--- src/serial_port_defines.vh ---
// register offsets, field positions, reset values and timing counts of the serial port
// assumes the includer places the apb slave at any aligned base
`ifndef SERIAL_PORT_DEFINES_VH
`define SERIAL_PORT_DEFINES_VH
// ****************************************
// register byte offsets
// ****************************************
`define OFS_SERIAL_CONTROL 12'h000
`define OFS_DATA 12'h004
`define OFS_POWER_CONTROL 12'h008
`define OFS_BAUD_CONTROL 12'h00C
`define OFS_BAUD_RELOAD 12'h010
`define OFS_IRQ_STATUS 12'h014
`define OFS_IRQ_MASK 12'h018
// ****************************************
// serial control bit positions
// ****************************************
`define BIT_FE_OR_MODE_LOW 7
`define BIT_MODE_HIGH 6
`define BIT_MP_ENABLE 5
`define BIT_RX_ENABLE 4
`define BIT_TX_NINTH 3
`define BIT_RX_NINTH 2
`define BIT_TX_DONE 1
`define BIT_RX_DONE 0
// power control: doubler bit 7, error select bit 6
`define BIT_BAUD_DOUBLER 7
`define BIT_ERROR_SELECT 6
// baud control: run bit 4, shift clock select bit 0
`define BIT_BRG_RUN 4
`define BIT_SHIFT_CLOCK_SELECT 0
`define SERIAL_CONTROL_RESET 8'h00
// ****************************************
// timing divisors in peripheral clocks
// ****************************************
`define DIV_MODE0 6
`define DIV_MODE2 32
`define DIV_MODE2_DOUBLED 16
`define OVERSAMPLE 16
`endif

--- src/serial_port_control.v ---
// serial port control: mode select, 8051-style uart tx/rx, flags, apb registers, irq
// assumes ref_clk is the peripheral clock and rxd_pin is asynchronous to it
//
// Decided for this implementation: the placing of the registers and the APB register port.
`timescale 1ns/1ps
`default_nettype none
`include "serial_port_defines.vh"

// Operation
// - an invalid stop bit on a received frame sets the framing error flag in bit 7; here only while error select is 1.
// - the framing error flag stays set until software writes zero or reset.
// - bit 7 accesses reach the error flag when error select is 1, else mode low bit.
// - the two mode bits, mode low bit (bit 7) first, pick mode 0, 1, 2 or 3.
// - mode 0 shifts at clock/6, mode 2 at clock/32 or /16, modes 1 and 3 by generator.
// - multiprocessor enable filters frames in modes 2, 3 and 1; software keeps it off in 0.
// - frames are accepted only while receive enable is 1.
// - in modes 2 and 3 the transmit ninth bit is sent as the ninth data bit.
// - rx ninth bit takes bit 9 in modes 2/3, the stop bit in mode 1 without multiprocessor.
// - tx done sets after bit 8 in mode 0 and at stop bit start in modes 1 to 3.
// - rx done sets after bit 8 in mode 0 and holds until software writes zero.
// - the internal generator clocks modes 1 and 3, and mode 0 when shift select is set.
// - the serial control register resets to zero and allows single bit set and clear.
// - with error detection on, rx done rises at the stop bit, not after the last data bit.
// - the baud doubler doubles the rate in modes 1, 2 and 3.
module serial_port_control (
  input wire ref_clk,
  input wire srst,
  input wire psel,
  input wire penable,
  input wire pwrite,
  input wire [11:0] paddr,
  input wire [31:0] pwdata,
  output wire pready,
  output reg [31:0] prdata,
  output wire pslverr,
  input wire rxd_pin,
  output reg txd_out,
  output reg shift_clk_out,
  output reg shift_clk_oe,
  output reg rxd_out,
  output reg rxd_oe,
  output wire irq
);
  // ****************************************
  // registers
  // ****************************************
  reg mode_low_q, mode_high_q, multiprocessor_enable_q, rx_enable_q;
  reg tx_ninth_bit_q, rx_ninth_bit_q, tx_done_flag_q, rx_done_flag_q, framing_error_flag_q;
  reg baud_doubler_q, error_bit_select_q, brg_run_q, shift_clock_select_q;
  reg [7:0] baud_reload_q, rx_data_q, irq_status_q, irq_mask_q;
  // bit 7 (mode low) is the upper bit of the mode number, bit 6 the lower
  wire [1:0] mode = {mode_low_q, mode_high_q};
  wire wr = psel & penable & pwrite;
  wire rd = psel & penable & ~pwrite;
  wire unmapped = (paddr > `OFS_IRQ_MASK) | (paddr[1:0] != 2'b00);
  // reads take one wait state so prdata already stands when pready is high;
  // writes complete with no wait
  reg rd_done_q;
  always @(posedge ref_clk) begin
    if (srst) rd_done_q <= 1'b0;
    else rd_done_q <= rd & ~rd_done_q;
  end
  assign pready = ~rd | rd_done_q;
  assign pslverr = psel & penable & unmapped;
  wire wr_ctrl = wr & (paddr == `OFS_SERIAL_CONTROL);
  wire wr_data = wr & (paddr == `OFS_DATA);

  // rx pin synchroniser; stage one feeds stage two only
  reg rxd_s1_q, rxd_s2_q;
  always @(posedge ref_clk) begin
    if (srst) begin
      rxd_s1_q <= 1'b1;
      rxd_s2_q <= 1'b1;
    end else begin
      rxd_s1_q <= rxd_pin;
      rxd_s2_q <= rxd_s1_q;
    end
  end

  // ****************************************
  // bit clock generation
  // ****************************************
  // internal generator: tick every 2*(256-reload)/2^doubler clocks, then /16 oversample
  reg [8:0] brg_cnt_q;
  // span is 256 - reload; a reload of zero gives an undoubled period of 512, whose low nine bits wrap to
  // zero, so the reload below lands on 511 as wanted
  wire [9:0] brg_span = {2'b00, 8'hFF - baud_reload_q} + 10'h001;
  wire [9:0] brg_period = baud_doubler_q ? brg_span : {brg_span[8:0], 1'b0};
  wire brg_tick = brg_run_q & (brg_cnt_q == 9'h000);
  always @(posedge ref_clk) begin
    if (srst | ~brg_run_q) brg_cnt_q <= 9'h000;
    else if (brg_cnt_q == 9'h000) brg_cnt_q <= brg_period[8:0] - 9'h001;
    else brg_cnt_q <= brg_cnt_q - 9'h001;
  end
  // fixed divider for mode 0 (/6) and mode 2 (/32 or /16 as 16x oversample ticks)
  reg [4:0] fix_cnt_q;
  // mode 0 ticks every 3 clocks and toggles the shift clock per tick: one bit per 6
  wire [4:0] fix_top = (mode == 2'b00) ? 5'd2 : (baud_doubler_q ? 5'd0 : 5'd1);
  wire fix_tick = (fix_cnt_q == 5'd0);
  always @(posedge ref_clk) begin
    if (srst) fix_cnt_q <= 5'd0;
    else if (fix_tick) fix_cnt_q <= fix_top;
    else fix_cnt_q <= fix_cnt_q - 5'd1;
  end
  // oversample tick per mode: generator for 1 and 3, and for 0 when shift select set
  wire os_tick = (mode == 2'b10) ? fix_tick :
    (mode == 2'b00) ? (shift_clock_select_q ? brg_tick : fix_tick) : brg_tick;

  // ****************************************
  // transmitter
  // ****************************************
  reg [3:0] tx_os_q, tx_bit_q;
  reg [9:0] tx_shift_q;
  reg tx_busy_q, tx_done_set;
  wire [3:0] tx_last = (mode[1]) ? 4'd10 : ((mode == 2'b01) ? 4'd9 : 4'd7);
  always @(posedge ref_clk) begin
    tx_done_set <= 1'b0;
    if (srst) begin
      tx_busy_q <= 1'b0;
      tx_os_q <= 4'd0;
      tx_bit_q <= 4'd0;
      tx_shift_q <= 10'h3FF;
      txd_out <= 1'b1;
      shift_clk_out <= 1'b1;
    end else if (wr_data & ~tx_busy_q) begin
      tx_busy_q <= 1'b1;
      tx_os_q <= 4'd0;
      tx_bit_q <= 4'd0;
      // async: start low, data lsb first, ninth bit, stop high
      if (mode == 2'b00) tx_shift_q <= {2'b11, pwdata[7:0]};
      else tx_shift_q <= {tx_ninth_bit_q | ~mode[1], pwdata[7:0], 1'b0};
    end else if (tx_busy_q & os_tick) begin
      if (mode == 2'b00) begin
        // synchronous shift: data on rxd, clock on shift clock pin
        shift_clk_out <= ~shift_clk_out;
        if (~shift_clk_out) begin
          tx_shift_q <= {1'b1, tx_shift_q[9:1]};
          tx_bit_q <= tx_bit_q + 4'd1;
          if (tx_bit_q == 4'd7) begin
            tx_busy_q <= 1'b0;
            tx_done_set <= 1'b1;
          end
        end
      end else begin
        tx_os_q <= tx_os_q + 4'd1;
        if (tx_os_q == 4'd0) begin
          txd_out <= (tx_bit_q == tx_last) ? 1'b1 : tx_shift_q[0];
          if (tx_bit_q == tx_last) tx_done_set <= 1'b1; // stop bit starts
          if (tx_bit_q != tx_last) tx_shift_q <= {1'b1, tx_shift_q[9:1]};
        end
        if (tx_os_q == 4'd15) begin
          tx_bit_q <= tx_bit_q + 4'd1;
          if (tx_bit_q == tx_last) tx_busy_q <= 1'b0;
        end
      end
    end
  end
  // mode 0 drives data on the rx line while shifting out
  always @(posedge ref_clk) begin
    if (srst) begin
      rxd_out <= 1'b1;
      rxd_oe <= 1'b0;
      shift_clk_oe <= 1'b0;
    end else begin
      rxd_out <= tx_shift_q[0];
      rxd_oe <= (mode == 2'b00) & tx_busy_q;
      shift_clk_oe <= (mode == 2'b00);
    end
  end

  // ****************************************
  // receiver (async modes); mode 0 receive shifts on the same clock
  // ****************************************
  reg [3:0] rx_os_q, rx_bit_q;
  reg [8:0] rx_shift_q;
  reg rx_busy_q, rxd_prev_q, rx_done_set, fe_set, rb8_load, rb8_val;
  wire [3:0] rx_stop = mode[1] ? 4'd10 : 4'd9;
  always @(posedge ref_clk) begin
    rx_done_set <= 1'b0;
    fe_set <= 1'b0;
    rb8_load <= 1'b0;
    rb8_val <= 1'b0;
    if (srst) begin
      rx_busy_q <= 1'b0;
      rx_os_q <= 4'd0;
      rx_bit_q <= 4'd0;
      rx_shift_q <= 9'h000;
      rxd_prev_q <= 1'b1;
      rx_data_q <= 8'h00;
    end else begin
      rxd_prev_q <= rxd_s2_q;
      if (~rx_enable_q) rx_busy_q <= 1'b0;
      else if (mode == 2'b00) begin
        // mode 0 receive: 8 bits clocked in when rx done is clear
        if (~rx_busy_q & ~rx_done_flag_q) begin
          rx_busy_q <= 1'b1;
          rx_bit_q <= 4'd0;
        end else if (rx_busy_q & os_tick & shift_clk_out) begin
          rx_shift_q <= {rxd_s2_q, rx_shift_q[8:1]};
          rx_bit_q <= rx_bit_q + 4'd1;
          if (rx_bit_q == 4'd7) begin
            rx_busy_q <= 1'b0;
            rx_data_q <= {rxd_s2_q, rx_shift_q[8:2]};
            rx_done_set <= 1'b1;
          end
        end
      end else if (~rx_busy_q) begin
        if (rxd_prev_q & ~rxd_s2_q) begin
          rx_busy_q <= 1'b1;
          rx_os_q <= 4'd0;
          rx_bit_q <= 4'd0;
        end
      end else if (os_tick) begin
        rx_os_q <= rx_os_q + 4'd1;
        if (rx_os_q == 4'd7) begin
          // sample at mid bit
          rx_bit_q <= rx_bit_q + 4'd1;
          if (rx_bit_q == 4'd0 && rxd_s2_q) rx_busy_q <= 1'b0; // false start
          else if (rx_bit_q != 4'd0 && rx_bit_q != rx_stop) begin
            rx_shift_q <= {rxd_s2_q, rx_shift_q[8:1]};
            // with error detection off, done rises after the last data bit, except in mode 1 with multiprocessor enable set
            if (rx_bit_q == rx_stop - 4'd1 && ~error_bit_select_q) begin
              rx_data_q <= mode[1] ? rx_shift_q[8:1] : {rxd_s2_q, rx_shift_q[8:2]};
              if (~mode[1] | ~multiprocessor_enable_q | rxd_s2_q) begin
                rx_done_set <= ~mode[1] ? ~multiprocessor_enable_q : 1'b1;
                rb8_load <= mode[1];
                rb8_val <= rxd_s2_q;
              end
            end
          end else if (rx_bit_q == rx_stop) begin
            rx_busy_q <= 1'b0;
            if (~rxd_s2_q) fe_set <= error_bit_select_q;
            if (error_bit_select_q) begin
              rx_data_q <= mode[1] ? rx_shift_q[7:0] : rx_shift_q[8:1];
              if (mode[1] ? (~multiprocessor_enable_q | rx_shift_q[8]) :
                  (~multiprocessor_enable_q | rxd_s2_q)) begin
                rx_done_set <= 1'b1; // stop bit timing
                rb8_load <= 1'b1;
                rb8_val <= mode[1] ? rx_shift_q[8] : rxd_s2_q;
              end
            end else if (~mode[1] & ~multiprocessor_enable_q) begin
              rb8_load <= 1'b1;
              rb8_val <= rxd_s2_q; // stop bit in mode 1
            end else if (~mode[1] & multiprocessor_enable_q & rxd_s2_q) begin
              rx_done_set <= 1'b1; // mode 1 multiprocessor needs a valid stop
            end
          end
        end
      end
    end
  end

  // ****************************************
  // serial control and other registers
  // ****************************************
  // a write may set or clear any single bit; hardware sets win over clears
  always @(posedge ref_clk) begin
    if (srst) begin
      {mode_low_q, mode_high_q, multiprocessor_enable_q, rx_enable_q} <= 4'h0;
      {tx_ninth_bit_q, rx_ninth_bit_q, tx_done_flag_q, rx_done_flag_q} <= 4'h0;
      framing_error_flag_q <= 1'b0;
      baud_doubler_q <= 1'b0;
      error_bit_select_q <= 1'b0;
      brg_run_q <= 1'b0;
      shift_clock_select_q <= 1'b0;
      baud_reload_q <= 8'h00;
      irq_status_q <= 8'h00;
      irq_mask_q <= 8'h00;
    end else begin
      if (wr_ctrl) begin
        if (error_bit_select_q) framing_error_flag_q <= pwdata[`BIT_FE_OR_MODE_LOW] | fe_set;
        else mode_low_q <= pwdata[`BIT_FE_OR_MODE_LOW];
        mode_high_q <= pwdata[`BIT_MODE_HIGH];
        multiprocessor_enable_q <= pwdata[`BIT_MP_ENABLE];
        rx_enable_q <= pwdata[`BIT_RX_ENABLE];
        tx_ninth_bit_q <= pwdata[`BIT_TX_NINTH];
      end
      // error flag survives good frames; only a zero write clears it
      if (fe_set) framing_error_flag_q <= 1'b1;
      if (rb8_load) rx_ninth_bit_q <= rb8_val;
      else if (wr_ctrl) rx_ninth_bit_q <= pwdata[`BIT_RX_NINTH];
      tx_done_flag_q <= tx_done_set | (wr_ctrl ? pwdata[`BIT_TX_DONE] : tx_done_flag_q);
      rx_done_flag_q <= rx_done_set | (wr_ctrl ? pwdata[`BIT_RX_DONE] : rx_done_flag_q);
      if (wr & (paddr == `OFS_POWER_CONTROL)) begin
        baud_doubler_q <= pwdata[`BIT_BAUD_DOUBLER];
        error_bit_select_q <= pwdata[`BIT_ERROR_SELECT];
      end
      if (wr & (paddr == `OFS_BAUD_CONTROL)) begin
        brg_run_q <= pwdata[`BIT_BRG_RUN];
        shift_clock_select_q <= pwdata[`BIT_SHIFT_CLOCK_SELECT];
      end
      if (wr & (paddr == `OFS_BAUD_RELOAD)) baud_reload_q <= pwdata[7:0];
      // sticky events: bit0 rx done, bit1 tx done, bit2 framing error; write one clears
      irq_status_q <= {5'h00, fe_set, tx_done_set, rx_done_set} |
        (irq_status_q & ~((wr & (paddr == `OFS_IRQ_STATUS)) ? pwdata[7:0] : 8'h00));
      if (wr & (paddr == `OFS_IRQ_MASK)) irq_mask_q <= pwdata[7:0];
    end
  end
  assign irq = |(irq_status_q & irq_mask_q);

  // read mux, registered so data comes from flip-flops
  always @(posedge ref_clk) begin
    if (srst) prdata <= 32'h00000000;
    else if (rd & ~rd_done_q) begin
      case (paddr)
        `OFS_SERIAL_CONTROL: prdata <= {24'h000000,
          error_bit_select_q ? framing_error_flag_q : mode_low_q, mode_high_q,
          multiprocessor_enable_q, rx_enable_q, tx_ninth_bit_q, rx_ninth_bit_q,
          tx_done_flag_q, rx_done_flag_q};
        `OFS_DATA: prdata <= {24'h000000, rx_data_q};
        `OFS_POWER_CONTROL: prdata <= {24'h000000, baud_doubler_q, error_bit_select_q, 6'h00};
        `OFS_BAUD_CONTROL: prdata <= {27'h0000000, brg_run_q, 3'h0, shift_clock_select_q};
        `OFS_BAUD_RELOAD: prdata <= {24'h000000, baud_reload_q};
        `OFS_IRQ_STATUS: prdata <= {24'h000000, irq_status_q};
        `OFS_IRQ_MASK: prdata <= {24'h000000, irq_mask_q};
        default: prdata <= 32'h00000000;
      endcase
    end
  end
endmodule
`default_nettype wire

--- config.mk ---
export PLATFORM = sky130hd
export DESIGN_NAME = serial_port_control
export DESIGN_NICKNAME = d
export VERILOG_FILES = /design/src/serial_port_control.v
export VERILOG_INCLUDE_DIRS = /design/src
export SDC_FILE = /design/constraint.sdc
export NUM_CORES = 1
export LEC_CHECK = 0
export ABC_AREA = 1
export ABC_CLOCK_PERIOD_IN_PS = 2200
export BUFFER_PORTS_ARGS = -buffer_cell sky130_fd_sc_hd__buf_4
export CAP_MARGIN = 20
export CORE_MARGIN = 3
export CORE_UTILIZATION = 50
export CTS_CLUSTER_DIAMETER = 100
export DETAILED_ROUTE_END_ITERATION = 8
export PLACE_DENSITY = 0.69
export SYNTH_ARGS = -nofsm -noshare
export SYNTH_HDL_FRONTEND = slang
export SYNTH_SLANG_ARGS = --single-unit
--- constraint.sdc ---
create_clock -name ref_clk -period 2.2 [get_ports ref_clk]
set_input_delay 0.44 -clock ref_clk [delete_from_list [all_inputs] [get_ports ref_clk]]
set_output_delay 0.44 -clock ref_clk [all_outputs]
set_load 0.03 [all_outputs]
==> key figures <==
STA
  • Worst setup margin: 0.158 ns
  • Final period util: 0.928
  • Final hold vios: 0
  • Max Slew Vio Count: 0
  • Min Hold Slack: 0.200 ns
  • Worst Max-Slew Pin Slew: 0.549 ns
  • Final Critical Period: 2.04 ns
  • Max Fclk: 490 MHz
  • Setup Skew: 0.00744 ns
  • Final setup viols: 0
  • Max transition margin: 0.633

Clock tree
  • TritonCTS clock tree: yes
  • Clock root buffer: clkbuf_16
  • Clock Pin Slew Worst Setup and Hold Paths: 0.06 ns
  • CTS H-tree lvls: 4
  • CTS max path bufs: 2
  • Setup Buffers After CTS: 0
  • Total CTS buffers: 17
  • Clock sink total: 118
  • Clock Latency Late Sink: 0.42 ns

Critical path
  • Crit path DAT: 2.40 ns
  • Crit Path Max Fanout: 9
  • Critical path startpoint category: register
  • Setup crit end kind: register
  • Worst Path Required: 2.56 ns
  • CP Class: reg -> reg

Run status
  • Status: finished clean

Worst hold path
  • HP Class: in -> reg

Detailed routing
  • Wirelength per Cell: 13.3 um
  • Final WL: 16.1 mm
  • Iteration-0 DRC Markers: 504
  • Final ANT Viol Nets: 0
  • Routed vias/inst: 5.16
  • Vias: 6,231
  • TritonRoute pass-1 iters: 6
  • Drt drc: 0

Synthesis
  • Yosys top cell area share: 0.372
  • #FFs+latches synth: 118
  • Seq/Total Area, Yosys: 0.372
  • Gate Count Post-Synth: 964
  • Synth Cell Area: 0.00635 mm2
  • Synth area leader: dfxtp_1
  • Top post-synthesis cells by area: dfxtp_1 (37%), nand2_1 (11%), nor2_1 (6.8%)
  • Top_reg_cell synth: dfxtp_1
  • Synth async-reset ratio: 0
  • Synth warnings: 0
  • Post-synth EDFFs: 0
  • Mean area per synthesized cell: 6.58 um2
  • Yosys cell types: 42

Power and ir drop
  • Comb power frac: 0.092
  • Final Power: 5.42 mW
  • Sw Pwr: 1.35 mW
  • Clock power share: 0.500
  • Sequential power share: 0.409
  • Internal: 4.07 mW
  • Reported leakage power: 3.32 nW
  • Worst ir drop on vdd: 0.000575 V
  • Power Density: 722 mW/mm2
  • Sw frac: 0.250

Floorplanning
  • I/O pins: 90
  • Initial Utilization: 0.520
  • Die Height: 119 um
  • Core Region: 0.0122 mm2
  • Total die area: 0.0141 mm2
  • Die Span X: 119 um
  • Rows: 40

Placed design
  • Pre-CTS setup slack: 0.138 ns
  • GP Congestion: 0.933
  • Dpl hpwl: 12.0 mm
  • IO buf count: 41

Cells and area
  • Nets: 1,086
  • Layout cells sized above 1: 0.146
  • Antenna Cells: 0
  • Area grow syn2layout: 18.3%
  • Post-Route Utilization: 0.615

GRT
  • Gr ovfl total: 0
  • First-pass GRT wire length: 26.6 mm
  • Total GRT Usage: 0.231
  • Antenna violations before repair: 0
  • Largest net degree at the start of global routing: 27
  • Vias in the first global route: 5,406

Run
  • # Max-Cap Violations: 0
-- routing by layer --
layer	up-vias	global-route usage	share of wire
met5	-	0	0
met4	0	0.0760	0.018
met3	26	0.0579	0.065
met2	206	0.341	0.43
met1	2756	0.330	0.49
li1	3243	-	-
-- worst paths after layout --
check	startpoint	to	slack, ns	depth (start not counted)
worst max register to register	fix_cnt_q[0]$_SDFF_PP0_	rx_shift_q[3]$_SDFFE_PP0P_	0.16	13
worst min register to register	rxd_s1_q$_SDFF_PP1_	rxd_s2_q$_SDFF_PP1_	0.41	1
worst max-delay path	fix_cnt_q[0]$_SDFF_PP0_	rx_shift_q[3]$_SDFFE_PP0P_	0.16	13
worst min-delay path	rxd_pin	rxd_s1_q$_SDFF_PP1_	0.20	2
-- registers in the layout, summed over array words and instances, names as in the netlist, 5 cells and up --
register,cells
tx_shift_q,10
brg_cnt_q,9
rx_shift_q,9
baud_reload_q,8
irq_mask_q,8
irq_status_q,8
prdata,8
rx_data_q,8
fix_cnt_q,5
-- power by group through the flow --
stage,Combinational (mW),Clock [mW],Sequential (mW)
detailed placement,0.496,0,2.26
finish,0.498,2.71,2.22
floorplan,0.395,0,2.26
CTS,0.499,2.75,2.21
global placement,0.493,0,2.26
global route,0.560,2.85,2.22
-- layout by cell type (no fill, tap or decap), types with 24 or more instances in the layout --
cell type  instances
buf_4             72
nand3_1           80
nor2_1           111
nand2_1          189
inv_1            105
conb_1            24
o21ai_1           25
a21oi_1           71
o21ai_0           79
dfxtp_1          118
-- Yosys cell counts (all sizes together) (5+ instances only) --
cell    count
nand4      14
or2         6
a211oi      6
xor2        5
o211ai      9
inv       125
o21ai     106
o22ai      13
nor2      120
buf        34
clkbuf     19
nor3       10
nand2     194
dfxtp     118
ha         10
nand3      82
a21oi      73
-- area by class of cell --
type	count	area, um2
repair buffers	72	541
multi-input cells	688	3320
clock buffers	20	457
well taps	168	210
fillers	1192	4700
inverters	129	487
clock inverters	12	129
flip-flops and latches	118	2360
-- worst max-delay path, cell delays in order, from the launching register on --
cell	delay, ns
dfxtp_1	0.33
inv_1	0.08
ha_1	0.14
nand2_1	0.06
nor2_2	0.12
inv_1	0.08
or2_1	0.24
nand2_4	0.13
nand3_2	0.16
o21ai_4	0.20
nand2_2	0.15
inv_4	0.14
nor2_1	0.05
nor2_1	0.10
-- per-stage QoR --
| stage | setup TNS (ns) | cell area, um2 | std cells |
|---|---|---|---|
| finish | 0 | 7510 | 1207 |
| floorplan | 0 | 6430 | 987 |
| global route | -0.0332 | 7510 | 1207 |
| detailed placement | 0 | 6880 | 1174 |
| global placement | 0 | 6880 | 1174 |
| CTS | 0 | 7470 | 1206 |
-- cell families (layout without fill, tap and decap cells) --
family / Yosys count / after routing / synth area share
simple gates: 431 / 432 / 0.290
compound gates: 217 / 217 / 0.186
buf+inv: 182 / 233 / 0.124
flops: 118 / 118 / 0.372
fa+ha+maj: 10 / 10 / 0.0197
xor+xnor: 5 / 5 / 0.00690
other cells: 1 / 24 / 0.000591
-- what timing repair did --
item | in CTS | in global routing
resized for setup | 0 | 11
setup endpoints to repair | 0 | 13
hold buffers | 0 | 0
Note: power is estimated with default switching activity, not from simulation.
